<file path="src/msp_map.vh">
// Address map, field layout, reset values and timing for the speed program.
// Assumes a 40 MHz system clock and a byte-addressed Wishbone bus.
`ifndef MSP_MAP_VH
`define MSP_MAP_VH

// Word offsets (byte addresses)
`define MSP_ADR_MODE_SEL    8'h00
`define MSP_ADR_RUN_MODE    8'h04
`define MSP_ADR_DIR_LOW     8'h08
`define MSP_ADR_DIR_HIGH    8'h0C
`define MSP_ADR_RAMP_LOW    8'h10
`define MSP_ADR_RAMP_HIGH   8'h14
`define MSP_ADR_PROG_MEM    8'h18
`define MSP_ADR_UD_MEM      8'h1C
`define MSP_ADR_STATUS      8'h20
`define MSP_ADR_UD_VALUE    8'h24
`define MSP_ADR_FREQ_BASE   8'h40
`define MSP_ADR_TIMER_BASE  8'h80
`define MSP_ADR_ARRAY_MASK  8'hC0

// Field widths and values
`define MSP_FREQ_W          17
`define MSP_TIME_W          16
`define MSP_MODE_INTERNAL   3'h1
`define MSP_MODE_RESET      3'h2
`define MSP_LAST_SEG        4'hF

// Run-mode bits: bit 0 circular, bit 1 stop between segments
`define MSP_RM_CIRC         0
`define MSP_RM_GAP          1

// Sequencer states
`define MSP_ST_IDLE         2'h0
`define MSP_ST_RUN          2'h1
`define MSP_ST_GAP          2'h2

// One time step is 0.1 s; period of sys_clk in ns
`define MSP_STEP_NS         100000000
`define MSP_CLK_NS          25
`define MSP_STEP_CYCLES     (`MSP_STEP_NS / `MSP_CLK_NS)

`endif

</file>
<file path="src/msp_speed_program.v">
// Internal sixteen-segment speed sequencer with Wishbone register file.
// Assumes run/stop/fault inputs are one-cycle pulses synchronous to sys_clk.
// The motor rest flag is likewise taken as synchronous to sys_clk.
`timescale 1ns/1ps
`include "msp_map.vh"

module msp_speed_program #(
  parameter TICK_CYCLES = `MSP_STEP_CYCLES
) (
  input  wire                    sys_clk,
  input  wire                    rst,
  input  wire                    wb_cyc_i,
  input  wire                    wb_stb_i,
  input  wire                    wb_we_i,
  input  wire [7:0]              wb_adr_i,
  input  wire [3:0]              wb_sel_i,
  input  wire [31:0]             wb_dat_i,
  output reg  [31:0]             wb_dat_o,
  output reg                     wb_ack_o,
  input  wire                    run_cmd,
  input  wire                    stop_cmd,
  input  wire                    ext_fault,
  input  wire                    emerg_stop,
  input  wire                    motor_stopped,
  input  wire                    power_lost,
  input  wire                    updown_load,
  input  wire [`MSP_FREQ_W-1:0]  updown_value,
  output reg  [`MSP_FREQ_W-1:0]  freq_out,
  output reg                     reverse_out,
  output reg  [1:0]              ramp_sel_out,
  output reg                     drive_run,
  output reg  [3:0]              seg_index,
  output reg                     pass_done,
  output reg  [`MSP_TIME_W-1:0]  draft_time_out,
  output reg  [`MSP_FREQ_W-1:0]  updown_hold
);

  ////////////////////////////////////////////////////////////////////////////
  // Configuration storage
  // Written only from the bus; the sequencer reads it every cycle, so a
  // setpoint changed while a segment runs reaches the output at once
  reg [2:0]              mode_sel_q;           // Speed mode selection
  reg [1:0]              run_mode_q;           // Program run mode
  reg [7:0]              dir_low_q;            // Direction, segments 1-8
  reg [7:0]              dir_high_q;           // Direction, segments 9-16
  reg [15:0]             ramp_low_q;           // Ramp codes, segments 1-8
  reg [15:0]             ramp_high_q;          // Ramp codes, segments 9-16
  reg                    prog_mem_q;           // Program memory option
  reg                    ud_mem_q;             // Up/down memory option
  reg [`MSP_FREQ_W-1:0]  freq_q [0:15];        // Index 0 is main setpoint
  reg [`MSP_TIME_W-1:0]  timer_q [0:15];       // Running time in 0.1 s

  // Sequencer state
  // Index, elapsed steps and tick survive a stop when memory is on; they
  // are cleared in IDLE otherwise, so a fresh run starts at segment one
  reg [1:0]              state_q;              // IDLE / RUN / GAP
  reg [3:0]              idx_q;                // Active segment
  reg [`MSP_TIME_W-1:0]  elapsed_q;            // Steps spent in segment
  reg [21:0]             tick_q;               // Cycles within a step
  reg                    resume_q;             // Saved position is valid
  reg                    seen_q;               // Pass held a live segment

  integer i;                                   // Reset loop index

  ////////////////////////////////////////////////////////////////////////////
  // Decode helpers
  // Run commands are left out of the kill term on purpose: once running,
  // only stop, external fault, emergency stop, a mode change or the end of a single pass end the run,
  // which keeps circular running deaf to a stray run command
  wire                   prog_sel   = (mode_sel_q == `MSP_MODE_INTERNAL);
  wire                   circ       = run_mode_q[`MSP_RM_CIRC];
  wire                   gap_mode   = run_mode_q[`MSP_RM_GAP];
  wire [15:0]            dir_all    = {dir_high_q, dir_low_q};
  wire [31:0]            ramp_all   = {ramp_high_q, ramp_low_q};
  wire [`MSP_TIME_W-1:0] cur_time   = timer_q[idx_q];
  wire                   seg_live   = (cur_time != {`MSP_TIME_W{1'b0}});
  wire                   seg_end    = (elapsed_q >= cur_time);
  // Step strobe divides sys_clk down to the 0.1 s time step
  wire                   step       = (tick_q == TICK_CYCLES[21:0] - 22'h000001);
  wire                   kill       = stop_cmd | ext_fault | emerg_stop | ~prog_sel;
  // Bus request and address decode
  wire                   wb_req     = wb_cyc_i & wb_stb_i & ~wb_ack_o;
  wire                   in_array   = (wb_adr_i & `MSP_ADR_ARRAY_MASK) != 8'h00;
  wire [3:0]             arr_idx    = wb_adr_i[5:2];
  wire                   is_freq    = (wb_adr_i & `MSP_ADR_ARRAY_MASK) == `MSP_ADR_FREQ_BASE;
  wire                   is_timer   = (wb_adr_i & `MSP_ADR_ARRAY_MASK) == `MSP_ADR_TIMER_BASE;
  wire [31:0]            byte_mask  = {{8{wb_sel_i[3]}}, {8{wb_sel_i[2]}},
                                       {8{wb_sel_i[1]}}, {8{wb_sel_i[0]}}};

  // Merge write data into an old word under the byte lanes
  // Used once, for the write word below the read mux
  function [31:0] merge;
    input [31:0] old_val;
    input [31:0] new_val;
    input [31:0] mask;
    begin
      merge = (old_val & ~mask) | (new_val & mask);
    end
  endfunction

  ////////////////////////////////////////////////////////////////////////////
  // Read mux for the bus
  // Purely combinational; the registered copy goes out with ack, so the
  // address may change freely once the access is over
  reg [31:0] rd_data;                          // Word chosen for a read
  always @* begin
    rd_data = 32'h00000000;
    if (is_freq) begin
      rd_data = {15'h0000, freq_q[arr_idx]};
    end else if (is_timer) begin
      rd_data = {16'h0000, timer_q[arr_idx]};
    end else if (!in_array) begin
      case (wb_adr_i)
        `MSP_ADR_MODE_SEL:  rd_data = {29'h00000000, mode_sel_q};
        `MSP_ADR_RUN_MODE:  rd_data = {30'h00000000, run_mode_q};
        `MSP_ADR_DIR_LOW:   rd_data = {24'h000000, dir_low_q};
        `MSP_ADR_DIR_HIGH:  rd_data = {24'h000000, dir_high_q};
        `MSP_ADR_RAMP_LOW:  rd_data = {16'h0000, ramp_low_q};
        `MSP_ADR_RAMP_HIGH: rd_data = {16'h0000, ramp_high_q};
        `MSP_ADR_PROG_MEM:  rd_data = {31'h00000000, prog_mem_q};
        `MSP_ADR_UD_MEM:    rd_data = {31'h00000000, ud_mem_q};
        // Live sequencer state for software
        `MSP_ADR_STATUS:    rd_data = {23'h000000, seen_q, resume_q, state_q, idx_q,
                                       drive_run};
        `MSP_ADR_UD_VALUE:  rd_data = {15'h0000, updown_hold};
        default:            rd_data = 32'h00000000;   // Unmapped reads zero
      endcase
    end
  end

  // Write word: the addressed register as it reads now, with the enabled
  // byte lanes replaced; sharing the read mux keeps both views in step,
  // and each register below keeps only the bits of its own field
  wire [31:0]            wr_word    = merge(rd_data, wb_dat_i, byte_mask);

  ////////////////////////////////////////////////////////////////////////////
  // Bus slave: one-cycle registered ack, unmapped writes dropped
  // A request is taken at the edge where cyc and stb are high and ack is
  // low; the ack term keeps a held strobe from being taken twice, and the
  // write lands at that same edge
  always @(posedge sys_clk) begin
    if (rst) begin
      wb_ack_o    <= 1'b0;
      wb_dat_o    <= 32'h00000000;
      mode_sel_q  <= `MSP_MODE_RESET;
      run_mode_q  <= 2'h0;
      dir_low_q   <= 8'h00;
      dir_high_q  <= 8'h00;
      ramp_low_q  <= 16'h0000;
      ramp_high_q <= 16'h0000;
      prog_mem_q  <= 1'b0;
      ud_mem_q    <= 1'b0;
      // Setpoints and timers clear, so every segment starts unused
      for (i = 0; i < 16; i = i + 1) begin
        freq_q[i]  <= {`MSP_FREQ_W{1'b0}};
        timer_q[i] <= {`MSP_TIME_W{1'b0}};
      end
    end else begin
      wb_ack_o <= wb_req;
      // Read data is registered together with the ack
      if (wb_req) begin
        wb_dat_o <= rd_data;
      end
      if (wb_req && wb_we_i) begin
        if (is_freq) begin
          // Setpoints in 0.01 Hz units; bits above the field are dropped
          freq_q[arr_idx] <= wr_word[`MSP_FREQ_W-1:0];
        end else if (is_timer) begin
          // Running time in 0.1 s steps; zero leaves the segment out
          timer_q[arr_idx] <= wr_word[`MSP_TIME_W-1:0];
        end else begin
          case (wb_adr_i)
            // Only the internal-program value lets the sequencer run
            `MSP_ADR_MODE_SEL:  mode_sel_q  <= wr_word[2:0];
            // Bit 0 circular, bit 1 stop between segments
            `MSP_ADR_RUN_MODE:  run_mode_q  <= wr_word[1:0];
            // One direction bit per segment, set means reverse
            `MSP_ADR_DIR_LOW:   dir_low_q   <= wr_word[7:0];
            // Same layout for the upper eight segments
            `MSP_ADR_DIR_HIGH:  dir_high_q  <= wr_word[7:0];
            // Two ramp bits per segment, segment one lowest
            `MSP_ADR_RAMP_LOW:  ramp_low_q  <= wr_word[15:0];
            // Same packing for the upper eight segments
            `MSP_ADR_RAMP_HIGH: ramp_high_q <= wr_word[15:0];
            // Keeps the program position across a stop or fault
            `MSP_ADR_PROG_MEM:  prog_mem_q  <= wr_word[0];
            // Keeps the up/down value across a stop
            `MSP_ADR_UD_MEM:    ud_mem_q    <= wr_word[0];
            default:            ud_mem_q    <= ud_mem_q;  // Read-only or unmapped
          endcase
        end
      end
    end
  end

  ////////////////////////////////////////////////////////////////////////////
  // Sequencer: one segment skipped per cycle when its time is zero
  // A live segment lasts its timer in steps plus one cycle for the end
  // test; the extra cycle is the price of a registered compare. A circular
  // program with no live segment ends like a single pass rather than spin
  always @(posedge sys_clk) begin
    if (rst) begin
      state_q   <= `MSP_ST_IDLE;
      idx_q     <= 4'h0;
      elapsed_q <= {`MSP_TIME_W{1'b0}};
      tick_q    <= 22'h000000;
      resume_q  <= 1'b0;
      seen_q    <= 1'b0;
      pass_done <= 1'b0;
    end else begin
      pass_done <= 1'b0;
      case (state_q)
        `MSP_ST_IDLE: begin
          // Fresh start unless a saved position is held
          // Turning memory off while idle discards a saved position
          if (!resume_q || !prog_mem_q) begin
            idx_q     <= 4'h0;
            elapsed_q <= {`MSP_TIME_W{1'b0}};
            tick_q    <= 22'h000000;
            seen_q    <= 1'b0;
          end
          if (run_cmd && prog_sel && !stop_cmd && !ext_fault && !emerg_stop) begin
            state_q  <= `MSP_ST_RUN;
            resume_q <= 1'b0;
          end
        end
        `MSP_ST_RUN: begin
          // Run commands fall through unused here
          // Kill is tested first so a stop wins over a segment change
          if (kill) begin
            state_q  <= `MSP_ST_IDLE;
            resume_q <= prog_mem_q;
          end else if (seg_end) begin
            elapsed_q <= {`MSP_TIME_W{1'b0}};
            tick_q    <= 22'h000000;
            // Only a live segment is followed by a stop interval
            if (seg_live && gap_mode) begin
              state_q <= `MSP_ST_GAP;
            end
            if (idx_q == `MSP_LAST_SEG) begin
              idx_q  <= 4'h0;
              seen_q <= 1'b0;
              // Single pass, or a pass with no live segment, ends the run
              if (!circ || !(seen_q || seg_live)) begin
                state_q   <= `MSP_ST_IDLE;
                pass_done <= 1'b1;
              end
            end else begin
              // Next segment in order
              idx_q <= idx_q + 4'h1;
              if (seg_live) begin
                seen_q <= 1'b1;
              end
            end
          end else if (step) begin
            tick_q    <= 22'h000000;
            elapsed_q <= elapsed_q + {{(`MSP_TIME_W-1){1'b0}}, 1'b1};
          end else begin
            tick_q <= tick_q + 22'h000001;
          end
        end
        `MSP_ST_GAP: begin
          // Output held off until the motor has come to rest
          // A kill here keeps the following segment as the resume point
          if (kill) begin
            state_q  <= `MSP_ST_IDLE;
            resume_q <= prog_mem_q;
          end else if (motor_stopped) begin
            state_q <= `MSP_ST_RUN;
          end
        end
        default: begin
          state_q <= `MSP_ST_IDLE;
        end
      endcase
    end
  end

  ////////////////////////////////////////////////////////////////////////////
  // Drive outputs, registered; zero-time segments never reach the output
  // While a zero-time segment is skipped the last live values are held, so
  // the ramp generator sees no short dip between two live segments
  always @(posedge sys_clk) begin
    if (rst) begin
      // Output stage disabled and at zero
      freq_out       <= {`MSP_FREQ_W{1'b0}};
      reverse_out    <= 1'b0;
      ramp_sel_out   <= 2'h0;
      drive_run      <= 1'b0;
      seg_index      <= 4'h0;
      draft_time_out <= {`MSP_TIME_W{1'b0}};
    end else begin
      // Index follows the sequencer and draft time the segment-one timer, one cycle late
      seg_index      <= idx_q;
      draft_time_out <= timer_q[0];
      if (state_q == `MSP_ST_RUN && seg_live && prog_sel) begin
        drive_run    <= 1'b1;
        freq_out     <= freq_q[idx_q];
        reverse_out  <= dir_all[idx_q];
        ramp_sel_out <= ramp_all[{idx_q, 1'b0} +: 2];
      end else if (state_q == `MSP_ST_IDLE || state_q == `MSP_ST_GAP) begin
        drive_run    <= 1'b0;
        freq_out     <= {`MSP_FREQ_W{1'b0}};
        reverse_out  <= 1'b0;
        ramp_sel_out <= 2'h0;
      end
    end
  end

  ////////////////////////////////////////////////////////////////////////////
  // Up/down adjustment hold; a new load wins over any clear
  // A power loss keeps the value only when both memory options are on; a
  // stop keeps it when the up/down option alone is on
  always @(posedge sys_clk) begin
    if (rst) begin
      updown_hold <= {`MSP_FREQ_W{1'b0}};
    end else if (updown_load) begin
      updown_hold <= updown_value;
    end else if (power_lost && !(ud_mem_q && prog_mem_q)) begin
      updown_hold <= {`MSP_FREQ_W{1'b0}};
    end else if (stop_cmd && !ud_mem_q) begin
      updown_hold <= {`MSP_FREQ_W{1'b0}};
    end
  end

endmodule

</file>
<file path="config.mk">
export PLATFORM = sky130hd
export DESIGN_NAME = msp_speed_program
export DESIGN_NICKNAME = d
export VERILOG_FILES = /design/src/msp_speed_program.v
export VERILOG_INCLUDE_DIRS = /design/src
export SDC_FILE = /design/constraint.sdc
export NUM_CORES = 1
export LEC_CHECK = 0
export ABC_AREA = 1
export BUFFER_PORTS_ARGS = -buffer_cell sky130_fd_sc_hd__buf_2
export CORE_MARGIN = 3
export CORE_UTILIZATION = 45
export CTS_CLUSTER_SIZE = 10
export DETAILED_ROUTE_END_ITERATION = 10
export PLACE_DENSITY = 0.67
export SYNTH_ARGS = -nofsm -noshare
export SYNTH_HDL_FRONTEND = slang
export SYNTH_SLANG_ARGS = --single-unit
</file>
<file path="constraint.sdc">
create_clock -name sys_clk -period 5 [get_ports sys_clk]
set_clock_uncertainty 0.15 [all_clocks]
set_input_delay 0.25 -clock sys_clk [delete_from_list [all_inputs] [get_ports sys_clk]]
set_output_delay 0.25 -clock sys_clk [all_outputs]
set_load 0.03 [all_outputs]
</file>
# After elaboration in Yosys (flattened, before gate mapping)
# Memories as Yosys holds them, arrays and structs flattened. A register that Yosys moved wholly into a read port is not among the register bits.
# Index checks and enable logic that the tools add are counted.
[word_totals]
reg_bits = 177
latch_bits = 0
ram_bits = 528
rom_bits = 0
in_bits = 73
out_inout_bits = 92
wordCells = 193
n_memories = 2
[memory_table]
columns = ["memory", "depth", "word_bits", "rd", "rd_ports_with_merged_regs", "wr", "line", "text"]
rows = [
  ["freq_q", 16, 17, 2, 1, 16, "msp_speed_program.v:50", "reg [`MSP_FREQ_W-1:0] freq_q [0:15];"],
  ["timer_q", 16, 16, 3, 2, 16, "msp_speed_program.v:51", "reg [`MSP_TIME_W-1:0] timer_q [0:15];"],
]
[op_classes]
addsub = 3
n_mul = 0
div_mod_pow = 0
n_lt_le_gt_ge = 2
eq_ne = 25
shifts = 1
muxes = 71
n_bitwise = 16
n_reduce_logical = 50
[ops]
columns = ["cell", "count"]
rows = [
  ["$pmux 17 s10", 1],
  ["$mux 17", 7],
  ["$mux 22", 4],
  ["$mux 16", 5],
  ["$mux 32", 2],
  ["$pmux 22 s2", 1],
  ["$mux 4", 10],
  ["$reduce_and 4->1", 10],
  ["$and 17x17->17", 2],
  ["$eq 8x5->1 const B", 4],
  ["$pmux 16 s2", 1],
  ["$shiftx 32x6->2", 1],
  ["$mux 1", 25],
  ["$add 22x1->22 const B", 1],
  ["$eq 22x22->1 const B", 1],
  ["$mux 2", 10],
  ["$not 17->17", 1],
  ["$or 17x17->17", 1],
  ["$reduce_or 17->1", 1],
  ["$add 16x1->16 const B", 1],
  ["$eq 8x4->1 const B", 2],
  ["$eq 8x6->1 const B", 2],
  ["$ge 16x16->1", 1],
  ["$reduce_bool 16->1", 1],
  ["30 further kinds", 73],
]

# Depth between registers and ports, before layout
[depth]
depth_word = 9
depth_mapped = 24
ltp_nobuf = 22

# Worst setup path before layout
# Ideal clock, no wire load.
[synth_timing]
path_kind = "flip-flop to flip-flop"
start = "register with a tool-made name"
end = "register with a tool-made name"
setup_time_ns = 0.079
arrival_ns = 3.027
required_time_ns = 4.771
setup_slack_ns = 1.743
path_stages_with_launch = 23
path_buffers = 3
synth_period_minus_slack_ns = 3.257
cell_sequence = "dfxtp_1 > buf_2 > inv_2 > buf_4 > buf_2 > o211ai_1 > nand3_1 > nand3_1 > nand2_1 > inv_1 > ha_1 > a21oi_1 > o21ai_0 > a21oi_1 > a21boi_0 > nand2_1 > nor2_1 > inv_1 > nand2_1 > inv_1 > nor2_1 > inv_1 > a22oi_1"

==> impl_results.rst <==
.. list-table::
   :header-rows: 1

   * - Metric
     - Value
   * - Number of distinct standard cells referenced by the synthesized netlist
     - 65
   * - Combinational family with the most area after synthesis
     - simple AND/OR/NAND/NOR gates
   * - Number of max-slew violations in the final report
     - 0
   * - Die H
     - 295 um
   * - Depth of the worst hold-timing path
     - 4
   * - Xor and xnor area share after synthesis
     - less than 1%
   * - Largest net degree at the start of global routing
     - 94
   * - Via density
     - 6.17
   * - Failing checks
     - hold timing
   * - Time the worst path needs with I/O delays and setup
     - approximately 4.4 ns
   * - Buffer type at the clock tree root
     - sky130_fd_sc_hd__clkbuf_16
   * - Timing-limited maximum frequency
     - ~0.23 GHz
   * - Endpoint class of the critical path
     - flip-flop
   * - Layout overhead on the synthesized area
     - 11.2%
   * - Setup_tns
     - 0 ns
   * - Number of global-route vias before repair
     - around 32000
   * - Total setup violations reported at the end of the flow
     - 0
   * - Critical path required time
     - ~5.4 ns
   * - Highest ir drop seen on vdd
     - about 0.00035 V
   * - Worst-skew pair later-pin latency
     - between 0.6 and 0.7 ns
   * - Placed wire-length estimate after detailed placement
     - between 80000 and 90000 um
   * - Clock tree from TritonCTS
     - done
   * - Synth top area cells
     - sky130_fd_sc_hd__edfxtp_1 (42%), sky130_fd_sc_hd__dfxtp_1 (9.7%), sky130_fd_sc_hd__nand2_1 (8.5%)
   * - Fraction of the mapped netlist area in compound gates
     - between 10% and 20%
   * - Number of cell instances on the worst register-to-register path
     - 16
   * - RSZ-0062 raised after global routing
     - no
   * - Clock tree buffer depth
     - 3
   * - Hold Crit Class
     - in -> reg
   * - Post-synthesis instance area
     - around 0.038 mm2
   * - Vias post-DR
     - 34000
   * - Kind of launch point of the worst setup path
     - flip-flop
   * - PnR Total Power
     - between 10000 and 15000 uW
   * - Floorplan core area
     - between 0.08 and 0.09 mm2
   * - Basic-gate share of the synthesized area counting and, or, nand and nor cells
     - slightly above 20%
   * - DRC
     - 0
   * - Run status
     - finished with violations
   * - Top Layer Used
     - met5
   * - Post-route worst hold slack
     - -0.00342 ns
   * - Clock sinks
     - 710
   * - Capturing point of the worst reg2reg path
     - tick_q[5]
   * - Share of cells above drive strength 1
     - a little over a tenth
   * - Final core utilization
     - 50.7%
   * - Cell Pwr Density
     - 321 mW/mm2
   * - Post-synth top area share
     - between 40% and 50%
   * - CTS H-tree lvls
     - 3
   * - Number of port buffers
     - between 100 and 150
   * - Critical hold path startpoint
     - power_lost
   * - Sequential fraction of the synthesis area
     - 51.8%
   * - Hold path endpoint
     - updown_hold[5]
   * - Number of instances in the synthesized netlist
     - 4316
   * - Setup Crit Path Kind
     - reg -> reg
   * - Reg clk slew, reported paths
     - about 0.06 ns
   * - Post-detailed-routing wire length
     - about 140000 um
   * - Main synth FF type
     - sky130_fd_sc_hd__edfxtp_1
   * - Portion of the clock cycle consumed by the worst path in the final layout
     - between 80% and 90%
   * - Number of synthesized flops with an enable pin
     - between 500 and 600
   * - LEAKAGE
     - between 0.015 and 0.02 uW
   * - Crit-path slowest cell
     - sky130_fd_sc_hd__inv_2
   * - Met3 wirelength from detailed routing
     - 16600 um
   * - Mean Syn Cell Area
     - between 8 and 9 um2
   * - WP data arrival
     - approximately 4.8 ns
   * - Cell seen most often among critical-path stages
     - sky130_fd_sc_hd__nand2_1
   * - Setup slack of the worst register-to-register path
     - 0.61 ns
   * - DRC violation total after the first TritonRoute iteration
     - 5058
   * - Area enclosed by the die boundary
     - slightly below 0.09 mm2
   * - Top cell type by total area after synthesis
     - sky130_fd_sc_hd__edfxtp_1
   * - Net count, final
     - 4473
   * - Overall global routing resource usage
     - between 30 and 40%
   * - Total of flip-flops plus latches after synthesis
     - a little over 700
   * - Final ANT Viol Nets
     - 0
   * - Area share of fa/ha/maj cells after synthesis
     - less than 1%
   * - CTS buffer count
     - 83
   * - # Max-Cap Violations
     - 0
   * - Yosys synthesis warning count
     - 0
   * - Delay of the slowest cell on the worst path
     - around 0.7 ns
   * - RD Place Congestion
     - between 0.9 and 1
   * - Die Span X
     - 295 um
   * - Storage cell area
     - approximately 0.020 mm2
   * - Starting density of the core
     - 45.6%
   * - Worst slew margin
     - between 10% and 20%
   * - Wire length of the first global-routing pass
     - between 150000 and 200000 um
   * - Total met2 wirelength after detailed routing
     - between 60000 and 70000 um
   * - Portion of netlist area occupied by mux cells
     - 0%
   * - Proportion of synthesized flip-flops having asynchronous set or reset
     - 0%
   * - Initial antenna violation count
     - 5
   * - Average detailed-routed wire length per instance
     - 24.6 um
   * - Worst Tran Pin Value
     - between 1 and 1.5 ns
   * - Routed metal-1 wire length
     - just under 50000 um
   * - Crit path cell chain
     - inv_2 > nand3_1 > nand3_1 > nand2_1 > inv_1 > ha_1 > nand4_1 > inv_1 > a21oi_1 > a21boi_0 > nand2_1 > nor2_1 > o21ai_0 > nand2_2 > nand2_1 > nor3b_1
   * - Total gr overflow
     - 0
   * - Number of placement rows
     - between 100 and 150
   * - DRT Pass-1 Iters
     - 6
   * - IO Pins
     - about 170
   * - Highest fanout seen on the critical path
     - 37
   * - Buffer count from post-CTS setup fixing
     - 0
   * - Hold violation total from the final report
     - 2
   * - Multi-input gate area
     - between 0.01 and 0.015 mm2
   * - Filler cell count
     - 7599
==> cell families (layout without fill, tap and decap cells) <==
logic type	Yosys count	after routing
simple gates	1826	1826
fa+ha+maj	27	27
compound gates	1043	1043
other cells	1	17
xor+xnor	17	17
flops	710	710
buf+inv	692	801
==> per-stage QoR <==
step | hold WS [ns] | area (um2) | worst slack [ns] | cells
2_1_floorplan | 0.249 | 37700 | 1.74 | 4330
3_3_place_gp | 0.298 | 38900 | 0.763 | 5306
3_5_place_dp | 0.299 | 38900 | 0.707 | 5306
4_1_cts | 0.0475 | 41900 | 0.687 | 5509
5_1_grt | 0.0441 | 41900 | 0.256 | 5511
6_report | -0.00342 | 41900 | 0.609 | 5511
==> cell usage after synthesis, drive strengths merged (3+ instances only) <==
cell	instances
ha	27
nand4	25
xor2	14
a22oi	213
edfxtp	528
nor3b	7
o21ai	149
xnor2	3
a21oi	442
o221ai	37
or2	3
o22ai	14
buf	200
nand3	302
a221oi	50
a221o	9
o211ai	55
o31ai	3
clkbuf	156
nor3	30
a21o	3
o311ai	17
clkinv	7
a32o	12
nor4	13
nand2	856
inv	329
a21boi	15
o2111ai	11
nor2	586
dfxtp	182
a31oi	6
==> worst max-delay path, delay by kind of cell, from the launching register on <==
| kind | cells | cell delay, ns |
|---|---|---|
| DFF | 1 | 0.33 |
| and+or+nand+nor | 9 | 2.20 |
| buffers and inverters | 3 | 0.87 |
| AOI/OAI and AO/OA | 3 | 0.48 |
| adders and majority gates | 1 | 0.23 |
==> sequential cells by signal, indices dropped and copies added, names as in the netlist, 16 cells and up, named ones only <==
| name | cells |
|---|---|
| freq_out | 17 |
| ramp_low_q | 16 |
| updown_hold | 17 |
| freq_q | 272 |
| tick_q | 22 |
| elapsed_q | 16 |
| ramp_high_q | 16 |
| draft_time_out | 16 |
| timer_q | 256 |
| wb_dat_o | 17 |
==> report_power, final <==
part           total [uW]  switching, uW  internal (uW)  leakage, uW
clock                5710           2440           3270      0.00118
combinational        1150            867            283      0.00789
sequential           6580           87.8           6490      0.00691
==> repair_timing <==
item,in CTS,in global routing
setup endpoints to repair,0,0
endpoints found under the hold margin,71,0
resized for setup,0,0
hold buffers,52,0
==> worst max path at each step <==
stage / startpoint / endpoint / slack (ns) / cells past startpoint
final: flip-flop / tick_q[5] / 0.61 / 16
after global routing: flip-flop / tick_q[9] / 0.26 / 17
after CTS: flip-flop / tick_q[5] / 0.69 / 20
after detailed placement: flip-flop / tick_q[14] / 0.71 / 20
after global placement: flip-flop / tick_q[5] / 0.76 / 20
after floorplan: flip-flop / flip-flop / 1.74 / 22
==> layout by cell type, fill, tap and decap left out, types with 37 or more instances in the layout <==
| cell | n |
|---|---|
| sky130_fd_sc_hd__o221ai_1 | 37 |
| sky130_fd_sc_hd__clkbuf_1 | 57 |
| sky130_fd_sc_hd__o211ai_1 | 53 |
| sky130_fd_sc_hd__clkbuf_16 | 85 |
| sky130_fd_sc_hd__edfxtp_1 | 528 |
| sky130_fd_sc_hd__buf_4 | 116 |
| sky130_fd_sc_hd__o21ai_0 | 140 |
| sky130_fd_sc_hd__buf_2 | 132 |
| sky130_fd_sc_hd__dfxtp_1 | 179 |
| sky130_fd_sc_hd__a21oi_1 | 440 |
| sky130_fd_sc_hd__nor2_2 | 45 |
| sky130_fd_sc_hd__inv_1 | 314 |
| sky130_fd_sc_hd__nand3_1 | 298 |
| sky130_fd_sc_hd__nand2_1 | 850 |
| sky130_fd_sc_hd__dlygate4sd3_1 | 52 |
| sky130_fd_sc_hd__a22oi_1 | 201 |
| sky130_fd_sc_hd__nor2_1 | 537 |
| sky130_fd_sc_hd__a221oi_1 | 50 |
==> layout make-up <==
type	instances	area share, %
flip-flops and latches	710	46.6
multi-input cells	2928	35.7
clock buffers	145	5.69
repair buffers	314	5.57
well taps	1070	3.20
inverters	336	3.05
clock inverters	6	0.236
diodes	2	0.0120
==> layer usage <==
metal / up-vias / global-route usage, %
met5: - / 0
met4: 4 / 17.5
met3: 468 / 7.02
met2: 2391 / 46.8
met1: 16100 / 39.1
li1: 15100 / -
(Power assumes the default switching activity.)
